[config.mk]
export PLATFORM = sky130hd
export DESIGN_NAME = niu_top
export DESIGN_NICKNAME = d
export VERILOG_FILES = /design/src/include/niu_pkg.sv /design/src/include/niu_flag_if.sv /design/src/niu_flag_bank.sv /design/src/niu_top.sv
export SDC_FILE = /design/constraint.sdc
export NUM_CORES = 1
export LEC_CHECK = 0
export ABC_AREA = 0
export BUFFER_PORTS_ARGS = -buffer_cell sky130_fd_sc_hd__clkbuf_2
export CAP_MARGIN = 20
export CORE_UTILIZATION = 53
export DETAILED_ROUTE_END_ITERATION = 16
export PLACE_DENSITY = 0.79
export SYNTH_ARGS = -nofsm -noshare
export SYNTH_HDL_FRONTEND = slang
export SYNTH_SLANG_ARGS = --single-unit
export TNS_END_PERCENT = 1
[constraint.sdc]
create_clock -name i_sys_clk -period 1.7 [get_ports i_sys_clk]
set_input_delay 0.17 -clock i_sys_clk [delete_from_list [all_inputs] [get_ports i_sys_clk]]
set_output_delay 0.17 -clock i_sys_clk [all_outputs]
set_load 0.005 [all_outputs]
[src/include/niu_pkg.sv]
// constants and types shared by the indication and interrupt unit
package niu_pkg;

    // ************************************************************
    // register access
    // ************************************************************
    localparam int          ADDR_W        = 5;
    localparam int          DATA_W        = 16;
    localparam int          BANK_W        = 3;
    localparam logic [4:0]  OFS_IRQ_MASK  = 5'h0A;
    localparam logic [4:0]  OFS_IND_MASK  = 5'h0C;
    localparam logic [4:0]  OFS_STATUS    = 5'h0E;
    localparam logic [4:0]  OFS_AUTO_VIEW = 5'h1E;
    localparam logic [2:0]  BANK_MASKS    = 3'h5;

    // ************************************************************
    // status word layout
    // ************************************************************
    localparam int          B_LATCH       = 0;
    localparam int          B_FAULT       = 1;
    localparam int          B_TXD         = 2;
    localparam int          B_RXD         = 4;
    localparam int          B_RXP         = 5;
    localparam int          B_SWI         = 6;
    localparam int          B_CNT         = 7;
    localparam int          B_LNK         = 8;
    localparam int          B_DND         = 9;
    localparam int          B_UPD         = 10;
    localparam int          BANK_LSB      = 13;
    localparam logic [15:0] SRC_BITS      = 16'h07F6;
    localparam logic [15:0] ACK_BITS      = 16'h0761;

    // ************************************************************
    // reset values
    // ************************************************************
    localparam logic [15:0] MASK_RST      = 16'h0000;
    localparam logic [15:0] STATUS_RST    = 16'h0000;
    localparam logic [2:0]  BANK_RST      = 3'h0;

    // ************************************************************
    // commands: opcode in [15:11], argument in [10:0]
    // ************************************************************
    localparam int          CMD_UPDN_BIT  = 6;
    typedef enum logic [4:0] {
        CMD_GLOBAL_RST    = 5'h00,
        CMD_SEL_BANK      = 5'h01,
        CMD_ACK_IRQ       = 5'h0D,
        CMD_LOAD_IRQ_MASK = 5'h0E,
        CMD_LOAD_IND_MASK = 5'h0F
    } niu_cmd_t;

endpackage

[src/include/niu_flag_if.sv]
// set, clear and state of the sticky status flags
`timescale 1ns/10ps
interface niu_flag_if #(parameter int W = 16);
    logic [W-1:0] set;
    logic [W-1:0] clr;
    logic [W-1:0] flags;
    modport owner (input set, input clr, output flags);
    modport user  (output set, output clr, input flags);
endinterface

[src/niu_flag_bank.sv]
// sticky status flags; a set in the same cycle as a clear wins
`timescale 1ns/10ps
module niu_flag_bank
    import niu_pkg::*;
#(
    parameter int W = 16
)
(
    // clock and reset
    input  wire logic   i_sys_clk,
    input  wire logic   i_rst_n,
    // flag carrier
    niu_flag_if.owner   fl
);

    logic [W-1:0] flags_r;
    logic [W-1:0] flags_nxt;

    assign flags_nxt = (flags_r & ~fl.clr) | fl.set;
    assign fl.flags  = flags_r;

    always_ff @(posedge i_sys_clk or negedge i_rst_n)
    begin
        if (!i_rst_n)
            flags_r <= W'(STATUS_RST);
        else
            flags_r <= flags_nxt;
    end
endmodule

[src/niu_top.sv]
// indication and interrupt unit: status word, two-level masks, bus interrupt
//
// Functional notes
// - an indication latches only where its indication mask bit is set
// - visible status bit drives bus interrupt only where its irq mask bit is set
// - pending latch bit 0 sets whenever any enabled interrupt is asserted
// - pending latch clears only by the ack command with bit 0 selected
// - bus fault flag stays until a global reset command with argument bit 6 clear clears it
// - transmit done flag clears on a write to the transmit result register
// - receive done flag clears automatically as the upload logic consumes packets
// - software, download and upload flags clear only by matching ack bits; partial also clears on receive done
// - counter near full flag clears when the statistics counters are read
// - link change flag clears when the negotiation expansion register is read
// - indication mask at bank 5 offset C is read only; loaded by command
// - interrupt mask at bank 5 offset A is read only; loaded by command
// - both masks are all zeros after reset
// - any read of the auto-clearing status view clears the whole interrupt mask
// - status word readable at offset E in every bank
// - bits 15:13 show the bank of the accessing port; PCI and SMBus kept apart
// - bits 1 to 10 except bit 3 are the sources, each maskable by both masks
// - all status bits clear on reset
// - bus interrupt stays asserted while any enabled interrupt is pending
// - bus interrupt is the OR of doubly masked sources; the latch sets from that OR
// - bus fault bit 1 sets on a target abort or master abort
`timescale 1ns/10ps
module niu_top
    import niu_pkg::*;
(
    // clock and reset
    input  wire logic               i_sys_clk,
    input  wire logic               i_resetn,
    // register access port
    input  wire logic               i_reg_rd,
    input  wire logic               i_reg_wr,
    input  wire logic               i_reg_smb,
    input  wire logic [ADDR_W-1:0]  i_reg_addr,
    input  wire logic [DATA_W-1:0]  i_reg_wdata,
    // event sources
    input  wire logic               i_bus_abort,
    input  wire logic               i_tx_done,
    input  wire logic               i_rx_done,
    input  wire logic               i_rx_partial,
    input  wire logic               i_sw_irq,
    input  wire logic               i_cnt_near_full,
    input  wire logic               i_link_change,
    input  wire logic               i_dn_done,
    input  wire logic               i_up_done,
    // hardware acknowledges
    input  wire logic               i_txres_wr,
    input  wire logic               i_upload_consumed,
    input  wire logic               i_stats_read,
    input  wire logic               i_negexp_read,
    // outputs
    output logic [DATA_W-1:0]       o_reg_rdata,
    output logic                    o_pci_irq
);

    // ************************************************************
    // helpers
    // ************************************************************
    function automatic logic [15:0] bit_at(input int pos, input logic en);
        logic [15:0] v;
        v = 16'h0000;
        v[pos] = en;
        return v;
    endfunction

    function automatic logic [15:0] visible(input logic [15:0] fl,
                                            input logic [15:0] ind);
        return (fl & ind & SRC_BITS) | (fl & bit_at(B_LATCH, 1'b1));
    endfunction

    function automatic logic addr_is(input logic [ADDR_W-1:0] a,
                                     input logic [4:0] ofs);
        return (a == ADDR_W'(ofs));
    endfunction

    // ************************************************************
    // reset release
    // ************************************************************
    logic rst_meta_r;
    logic rst_sync_r;
    logic rst_n;

    always_ff @(posedge i_sys_clk or negedge i_resetn)
    begin
        if (!i_resetn)
        begin
            rst_meta_r <= 1'b0;
            rst_sync_r <= 1'b0;
        end
        else
        begin
            rst_meta_r <= 1'b1;
            rst_sync_r <= rst_meta_r;
        end
    end

    assign rst_n = rst_sync_r;

    // ************************************************************
    // command decode (a write at the status offset is a command)
    // ************************************************************
    logic           cmd_wr;
    niu_cmd_t       cmd_op;
    logic [10:0]    cmd_arg;
    logic           is_ack;
    logic           is_ld_ind;
    logic           is_ld_irq;
    logic           is_sel;
    logic           is_grst;
    logic [15:0]    arg16;
    logic [15:0]    ack_sel;
    logic           fault_clr;
    logic           auto_rd;

    assign cmd_wr    = i_reg_wr && addr_is(i_reg_addr, OFS_STATUS);
    assign cmd_op    = niu_cmd_t'(i_reg_wdata[15:11]);
    assign cmd_arg   = i_reg_wdata[10:0];
    assign arg16     = {5'h00, cmd_arg};
    assign is_ack    = cmd_wr && (cmd_op == CMD_ACK_IRQ);
    assign is_ld_ind = cmd_wr && (cmd_op == CMD_LOAD_IND_MASK);
    assign is_ld_irq = cmd_wr && (cmd_op == CMD_LOAD_IRQ_MASK);
    assign is_sel    = cmd_wr && (cmd_op == CMD_SEL_BANK);
    assign is_grst   = cmd_wr && (cmd_op == CMD_GLOBAL_RST);
    assign ack_sel   = is_ack ? (arg16 & ACK_BITS) : 16'h0000;
    assign fault_clr = is_grst && !cmd_arg[CMD_UPDN_BIT];
    assign auto_rd   = i_reg_rd && addr_is(i_reg_addr, OFS_AUTO_VIEW);

    // ************************************************************
    // bank selections, one per access port
    // ************************************************************
    logic [2:0] pci_bank_r;
    logic [2:0] smb_bank_r;
    logic [2:0] pci_bank_nxt;
    logic [2:0] smb_bank_nxt;
    logic [2:0] cur_bank;

    assign pci_bank_nxt = (is_sel && !i_reg_smb) ? cmd_arg[2:0] : pci_bank_r;
    assign smb_bank_nxt = (is_sel && i_reg_smb) ? cmd_arg[2:0] : smb_bank_r;
    assign cur_bank     = i_reg_smb ? smb_bank_r : pci_bank_r;

    always_ff @(posedge i_sys_clk or negedge rst_n)
    begin
        if (!rst_n)
        begin
            pci_bank_r <= BANK_RST;
            smb_bank_r <= BANK_RST;
        end
        else
        begin
            pci_bank_r <= pci_bank_nxt;
            smb_bank_r <= smb_bank_nxt;
        end
    end

    // ************************************************************
    // masks, loaded only by command; an auto view read also clears the interrupt mask
    // ************************************************************
    logic [15:0] ind_mask_r;
    logic [15:0] irq_mask_r;
    logic [15:0] ind_mask_nxt;
    logic [15:0] irq_mask_nxt;

    assign ind_mask_nxt = is_ld_ind ? (arg16 & SRC_BITS) : ind_mask_r;
    assign irq_mask_nxt = is_ld_irq ? (arg16 & SRC_BITS) :
                          auto_rd   ? MASK_RST : irq_mask_r;

    always_ff @(posedge i_sys_clk or negedge rst_n)
    begin
        if (!rst_n)
        begin
            ind_mask_r <= MASK_RST;
            irq_mask_r <= MASK_RST;
        end
        else
        begin
            ind_mask_r <= ind_mask_nxt;
            irq_mask_r <= irq_mask_nxt;
        end
    end

    // ************************************************************
    // status flags
    // ************************************************************
    niu_flag_if #(.W(16)) flg ();

    niu_flag_bank #(
        .W          (16)
    ) u_flags (
        .i_sys_clk  (i_sys_clk),
        .i_rst_n    (rst_n),
        .fl         (flg)
    );

    logic [15:0] ev_vec;
    logic [15:0] hw_clr;
    logic [15:0] vis;
    logic        any_irq;

    assign ev_vec = bit_at(B_FAULT, i_bus_abort)     | bit_at(B_TXD, i_tx_done)
                  | bit_at(B_RXD, i_rx_done)         | bit_at(B_RXP, i_rx_partial)
                  | bit_at(B_SWI, i_sw_irq)          | bit_at(B_CNT, i_cnt_near_full)
                  | bit_at(B_LNK, i_link_change)     | bit_at(B_DND, i_dn_done)
                  | bit_at(B_UPD, i_up_done);

    // a complete packet also ends the partial indication
    assign hw_clr = bit_at(B_FAULT, fault_clr)
                  | bit_at(B_TXD, i_txres_wr)
                  | bit_at(B_RXD, i_upload_consumed)
                  | bit_at(B_RXP, i_rx_done)
                  | bit_at(B_CNT, i_stats_read)
                  | bit_at(B_LNK, i_negexp_read || auto_rd);

    assign vis      = visible(flg.flags, ind_mask_r);
    assign any_irq  = |(vis & irq_mask_r & SRC_BITS);
    assign flg.set  = (ev_vec & ind_mask_r & SRC_BITS)
                    | bit_at(B_LATCH, any_irq);
    assign flg.clr  = ack_sel | hw_clr;

    // ************************************************************
    // read data and interrupt line
    // ************************************************************
    logic [15:0] status_word;
    logic        in_mask_bank;
    logic [15:0] rdata_sel;
    logic [15:0] rdata_r;
    logic [15:0] rdata_nxt;
    logic        irq_r;

    assign status_word  = {cur_bank, 2'b00, vis[10:0]};
    assign in_mask_bank = (cur_bank == BANK_MASKS);
    assign rdata_sel    = (addr_is(i_reg_addr, OFS_STATUS) ||
                           addr_is(i_reg_addr, OFS_AUTO_VIEW))          ? status_word :
                          (in_mask_bank && addr_is(i_reg_addr, OFS_IRQ_MASK)) ? irq_mask_r :
                          (in_mask_bank && addr_is(i_reg_addr, OFS_IND_MASK)) ? ind_mask_r :
                          16'h0000;
    assign rdata_nxt    = i_reg_rd ? rdata_sel : rdata_r;

    always_ff @(posedge i_sys_clk or negedge rst_n)
    begin
        if (!rst_n)
        begin
            rdata_r <= 16'h0000;
            irq_r   <= 1'b0;
        end
        else
        begin
            rdata_r <= rdata_nxt;
            irq_r   <= any_irq;
        end
    end

    assign o_reg_rdata = rdata_r;
    assign o_pci_irq   = irq_r;
endmodule

==> results.py <==
metrics = {
    "worst_hold_path": {
        "hold_path.class": "input pin to register",
        "whs_path_depth": 2,
    },
    "sta": {
        "fin_setup_tns_ns": 0,
        "clock_skew_ns": 0.01077,
        "max_freq_mhz": 691.4,
        "worst_pin_slew_ns": 0.7278,
        "setup_viol": 0,
        "min_period_over_period_pct": 85.07,
        "finalHoldViolCount": 0,
        "rsz0062_at_grt": "no",
        "period_needed_ns": 1.446,
        "maxSlewViolCount": 0,
        "max_slew_margin_pct": 51.38,
    },
    "global_routing": {
        "antenna_found_initial": 0,
        "first_global_vias": 1734,
        "gr-usage-all-layers_pct": 24.53,
        "grt_max_degree": 27,
        "grt_pass1_wl_mm": 8.142,
        "gr-total-overflow": 0,
    },
    "synth": {
        "synthDistinctLibCells": 36,
        "ys_seq_elements": 50,
        "syn_area_per_cell_um2": 10.78,
        "ys_seq_area_share_pct": 53.22,
        "synthesis.area_mm2": 0.002351,
        "synth_cells": 218,
        "yosys_warnings": 0,
    },
    "critical_path": {
        "crit_end": "o_reg_rdata[4]$_DFFE_PN0P_",
        "crit_arrival_ns": 1.64,
        "r2r_slack_ns": 0.25,
        "path_class": "register to register",
        "r2r_end": "o_reg_rdata[4]$_DFFE_PN0P_",
        "cp.required_ns": 1.90,
        "r2r.worst_path.cells": 4,
        "cp-end-kind": "register",
        "cp-startpoint": "smb_bank_r[0]$_DFFE_PN0P_",
        "crit_path_start_kind": "register",
        "cp_max_fo": 9,
        "reg2reg_from": "smb_bank_r[0]$_DFFE_PN0P_",
    },
    "die": {
        "rows": 23,
        "dieArea_mm2": 0.004706,
        "core-area_mm2": 0.004115,
        "initial_core_util_pct": 57.13,
        "die_h_um": 68.60,
        "die_x_um": 68.60,
        "io-pin-count": 56,
    },
    "cts": {
        "post_cts_buffers": 0,
        "cts_tree": "built",
        "hold_buffers": 1,
        "ctsResizeCount": 0,
        "cts_sinks": 50,
        "numCtsBuffers": 5,
        "clk_pin_slew_ns": 0.09,
        "root_buffer": "clkbuf_8",
        "ctsHtreeMaxLevel": 2,
        "clk-insertion-delay-late_ns": 0.32,
        "clock_path_buffers": 2,
    },
    "finish": {
        "syn2layout_area_growth_pct": 16.45,
        "n_antenna_cell": 0,
        "nets": 310,
        "fillerInstances": 342,
        "instances_no_fill": 322,
        "drive_gt1_share_pct": 33.09,
    },
    "flow_run": {
        "max_cap_viol_count": 0,
    },
    "pwr": {
        "vdd_ir_drop_max_uv": 536.9,
        "p_total_uw": 2140,
        "leakage_uw": 0.001376,
        "p_per_area_mw_per_mm2": 781.7,
    },
    "detailed_routing": {
        "drc": 0,
        "ant_nets": 0,
        "avgViaCountPerCell": 5.733,
        "wirelength_mm": 5.117,
        "drtIter0Drc": 110,
        "num_vias": 1846,
        "wl_per_cell_um": 15.89,
        "first_pass_iters": 4,
    },
    "placed_design": {
        "place.gp.congestion": 0.8161,
        "hpwl_mm": 3.650,
        "dp_cells": 313,
        "port_buffers": 51,
    },
    "outcome": {
        "status": "completed",
    },
}
[state kept, by name, indices dropped and copies added (netlist names)]
signal            count
ind_mask_r            9
irq_mask_r            9
o_pci_irq             1
o_reg_rdata          13
pci_bank_r            3
rst_meta_r            1
rst_n                 1
smb_bank_r            3
u_flags.fl.flags     10
[cell families (layout without fill, tap and decap cells)]
group           after synthesis  in the layout  synth area share (%)
simple gates                 74             74                 17.30
compound gates               52             52                 15.33
flops                        50             50                 53.22
buf+inv                      22             74                 4.737
mux                          18             18                 9.100
other cells                   2              4                0.3194
[worst max-delay path, stage by stage (launching register included)]
cell     delay [ns]
dfrtp_1        0.41
and3b_1        0.17
o211a_1        0.36
a32oi_1        0.29
a21oi_1        0.10
[through the flow]
step	utilization (%)	cell area, um2	worst slack, ns	hold slack (ns)
after detailed placement	64.18	2641	0.08064	-0.04334
after global routing	66.52	2738	0.2202	0.02374
after CTS	66.52	2738	0.2860	0.02305
after global placement	64.18	2641	0.1222	-0.04449
final	66.52	2738	0.2537	0.03150
after floorplan	-	2359	0.2052	-0.1256
[metal layers]
layer | part of all wire, % | up-vias | track usage [%]
met5 | 0 | - | 0
met4 | 1.8 | 0 | 9.375
met3 | 5.1 | 11 | 5.099
met2 | 49 | 58 | 40.20
met1 | 44 | 891 | 31.77
li1 | - | 886 | -
[area by class of cell]
| class | count | area [um2] | area share (%) |
|---|---|---|---|
| repair buffers | 58 | 310.3 | 11.33 |
| clock buffers | 6 | 72.57 | 2.651 |
| inverters | 8 | 30.03 | 1.097 |
| multi-input cells | 148 | 996.0 | 36.38 |
| flip-flops and latches | 50 | 1252 | 45.75 |
| clock inverters | 2 | 13.76 | 0.5027 |
| well taps | 50 | 62.56 | 2.285 |
[cell usage after synthesis, drive strengths merged]
library cell / n / share of area, %
buf: 11 / 3.0
dfrtp: 50 / 53
and3: 4 / 1.5
nand3: 11 / 2.3
a31oi: 3 / 0.80
and4bb: 1 / 0.53
a32oi: 8 / 3.0
nor2b: 4 / 1.1
inv: 8 / 1.3
or4: 1 / 0.48
nand2: 33 / 5.9
a21oi: 8 / 1.7
nor4: 1 / 0.27
o211a: 1 / 0.43
nand4: 1 / 0.27
and4b: 3 / 1.3
o41ai: 1 / 0.37
and3b: 1 / 0.37
clkbuf: 3 / 0.48
nor2: 10 / 1.9
a22o: 12 / 4.5
conb: 2 / 0.32
a32o: 2 / 0.85
a21o: 1 / 0.32
and4: 2 / 0.75
mux2: 18 / 9.1
o21ai: 16 / 3.4
nor3b: 2 / 0.64
[layout by cell type, fill, tap and decap left out, types with 2 or more instances in the layout]
master / netlist / final
nor2b_1: 4 / 4
a22o_1: 12 / 12
mux2_2: 15 / 15
a32oi_1: 8 / 8
nand2_1: 31 / 31
nor3b_1: 2 / 2
buf_4: 5 / 6
and3_1: 2 / 2
a31oi_1: 3 / 3
nand2_4: 2 / 2
mux2_4: 3 / 3
dfrtp_1: 50 / 49
and3_4: 2 / 2
nor2_1: 9 / 9
and4b_1: 3 / 3
conb_1: 2 / 4
a21oi_1: 8 / 8
nand3_1: 11 / 11
clkbuf_2: 0 / 51
inv_1: 8 / 8
a32o_1: 2 / 2
o21ai_0: 15 / 15
and4_1: 2 / 2
clkbuf_8: 0 / 5
[how the worst min path moves through the flow]
stage / startpoint / endpoint / slack [ns]
2_1_floorplan: i_resetn / rst_meta_r$_DFF_PN0_ / -0.13
3_3_place_gp: i_resetn / rst_meta_r$_DFF_PN0_ / -0.04
3_5_place_dp: i_resetn / rst_meta_r$_DFF_PN0_ / -0.04
4_1_cts: i_upload_consumed / u_flags.fl.flags[4]$_DFF_PN0_ / 0.02
5_1_grt: i_upload_consumed / u_flags.fl.flags[4]$_DFF_PN0_ / 0.02
6_report: i_upload_consumed / u_flags.fl.flags[4]$_DFF_PN0_ / 0.03
[power breakdown]
| group | internal (uW) | total (uW) | switching [uW] |
|---|---|---|---|
| combinational | 83.0 | 176 | 92.8 |
| sequential | 1230 | 1270 | 39.9 |
| clock | 291 | 694 | 403 |
Power figures use the tool's default switching activity.
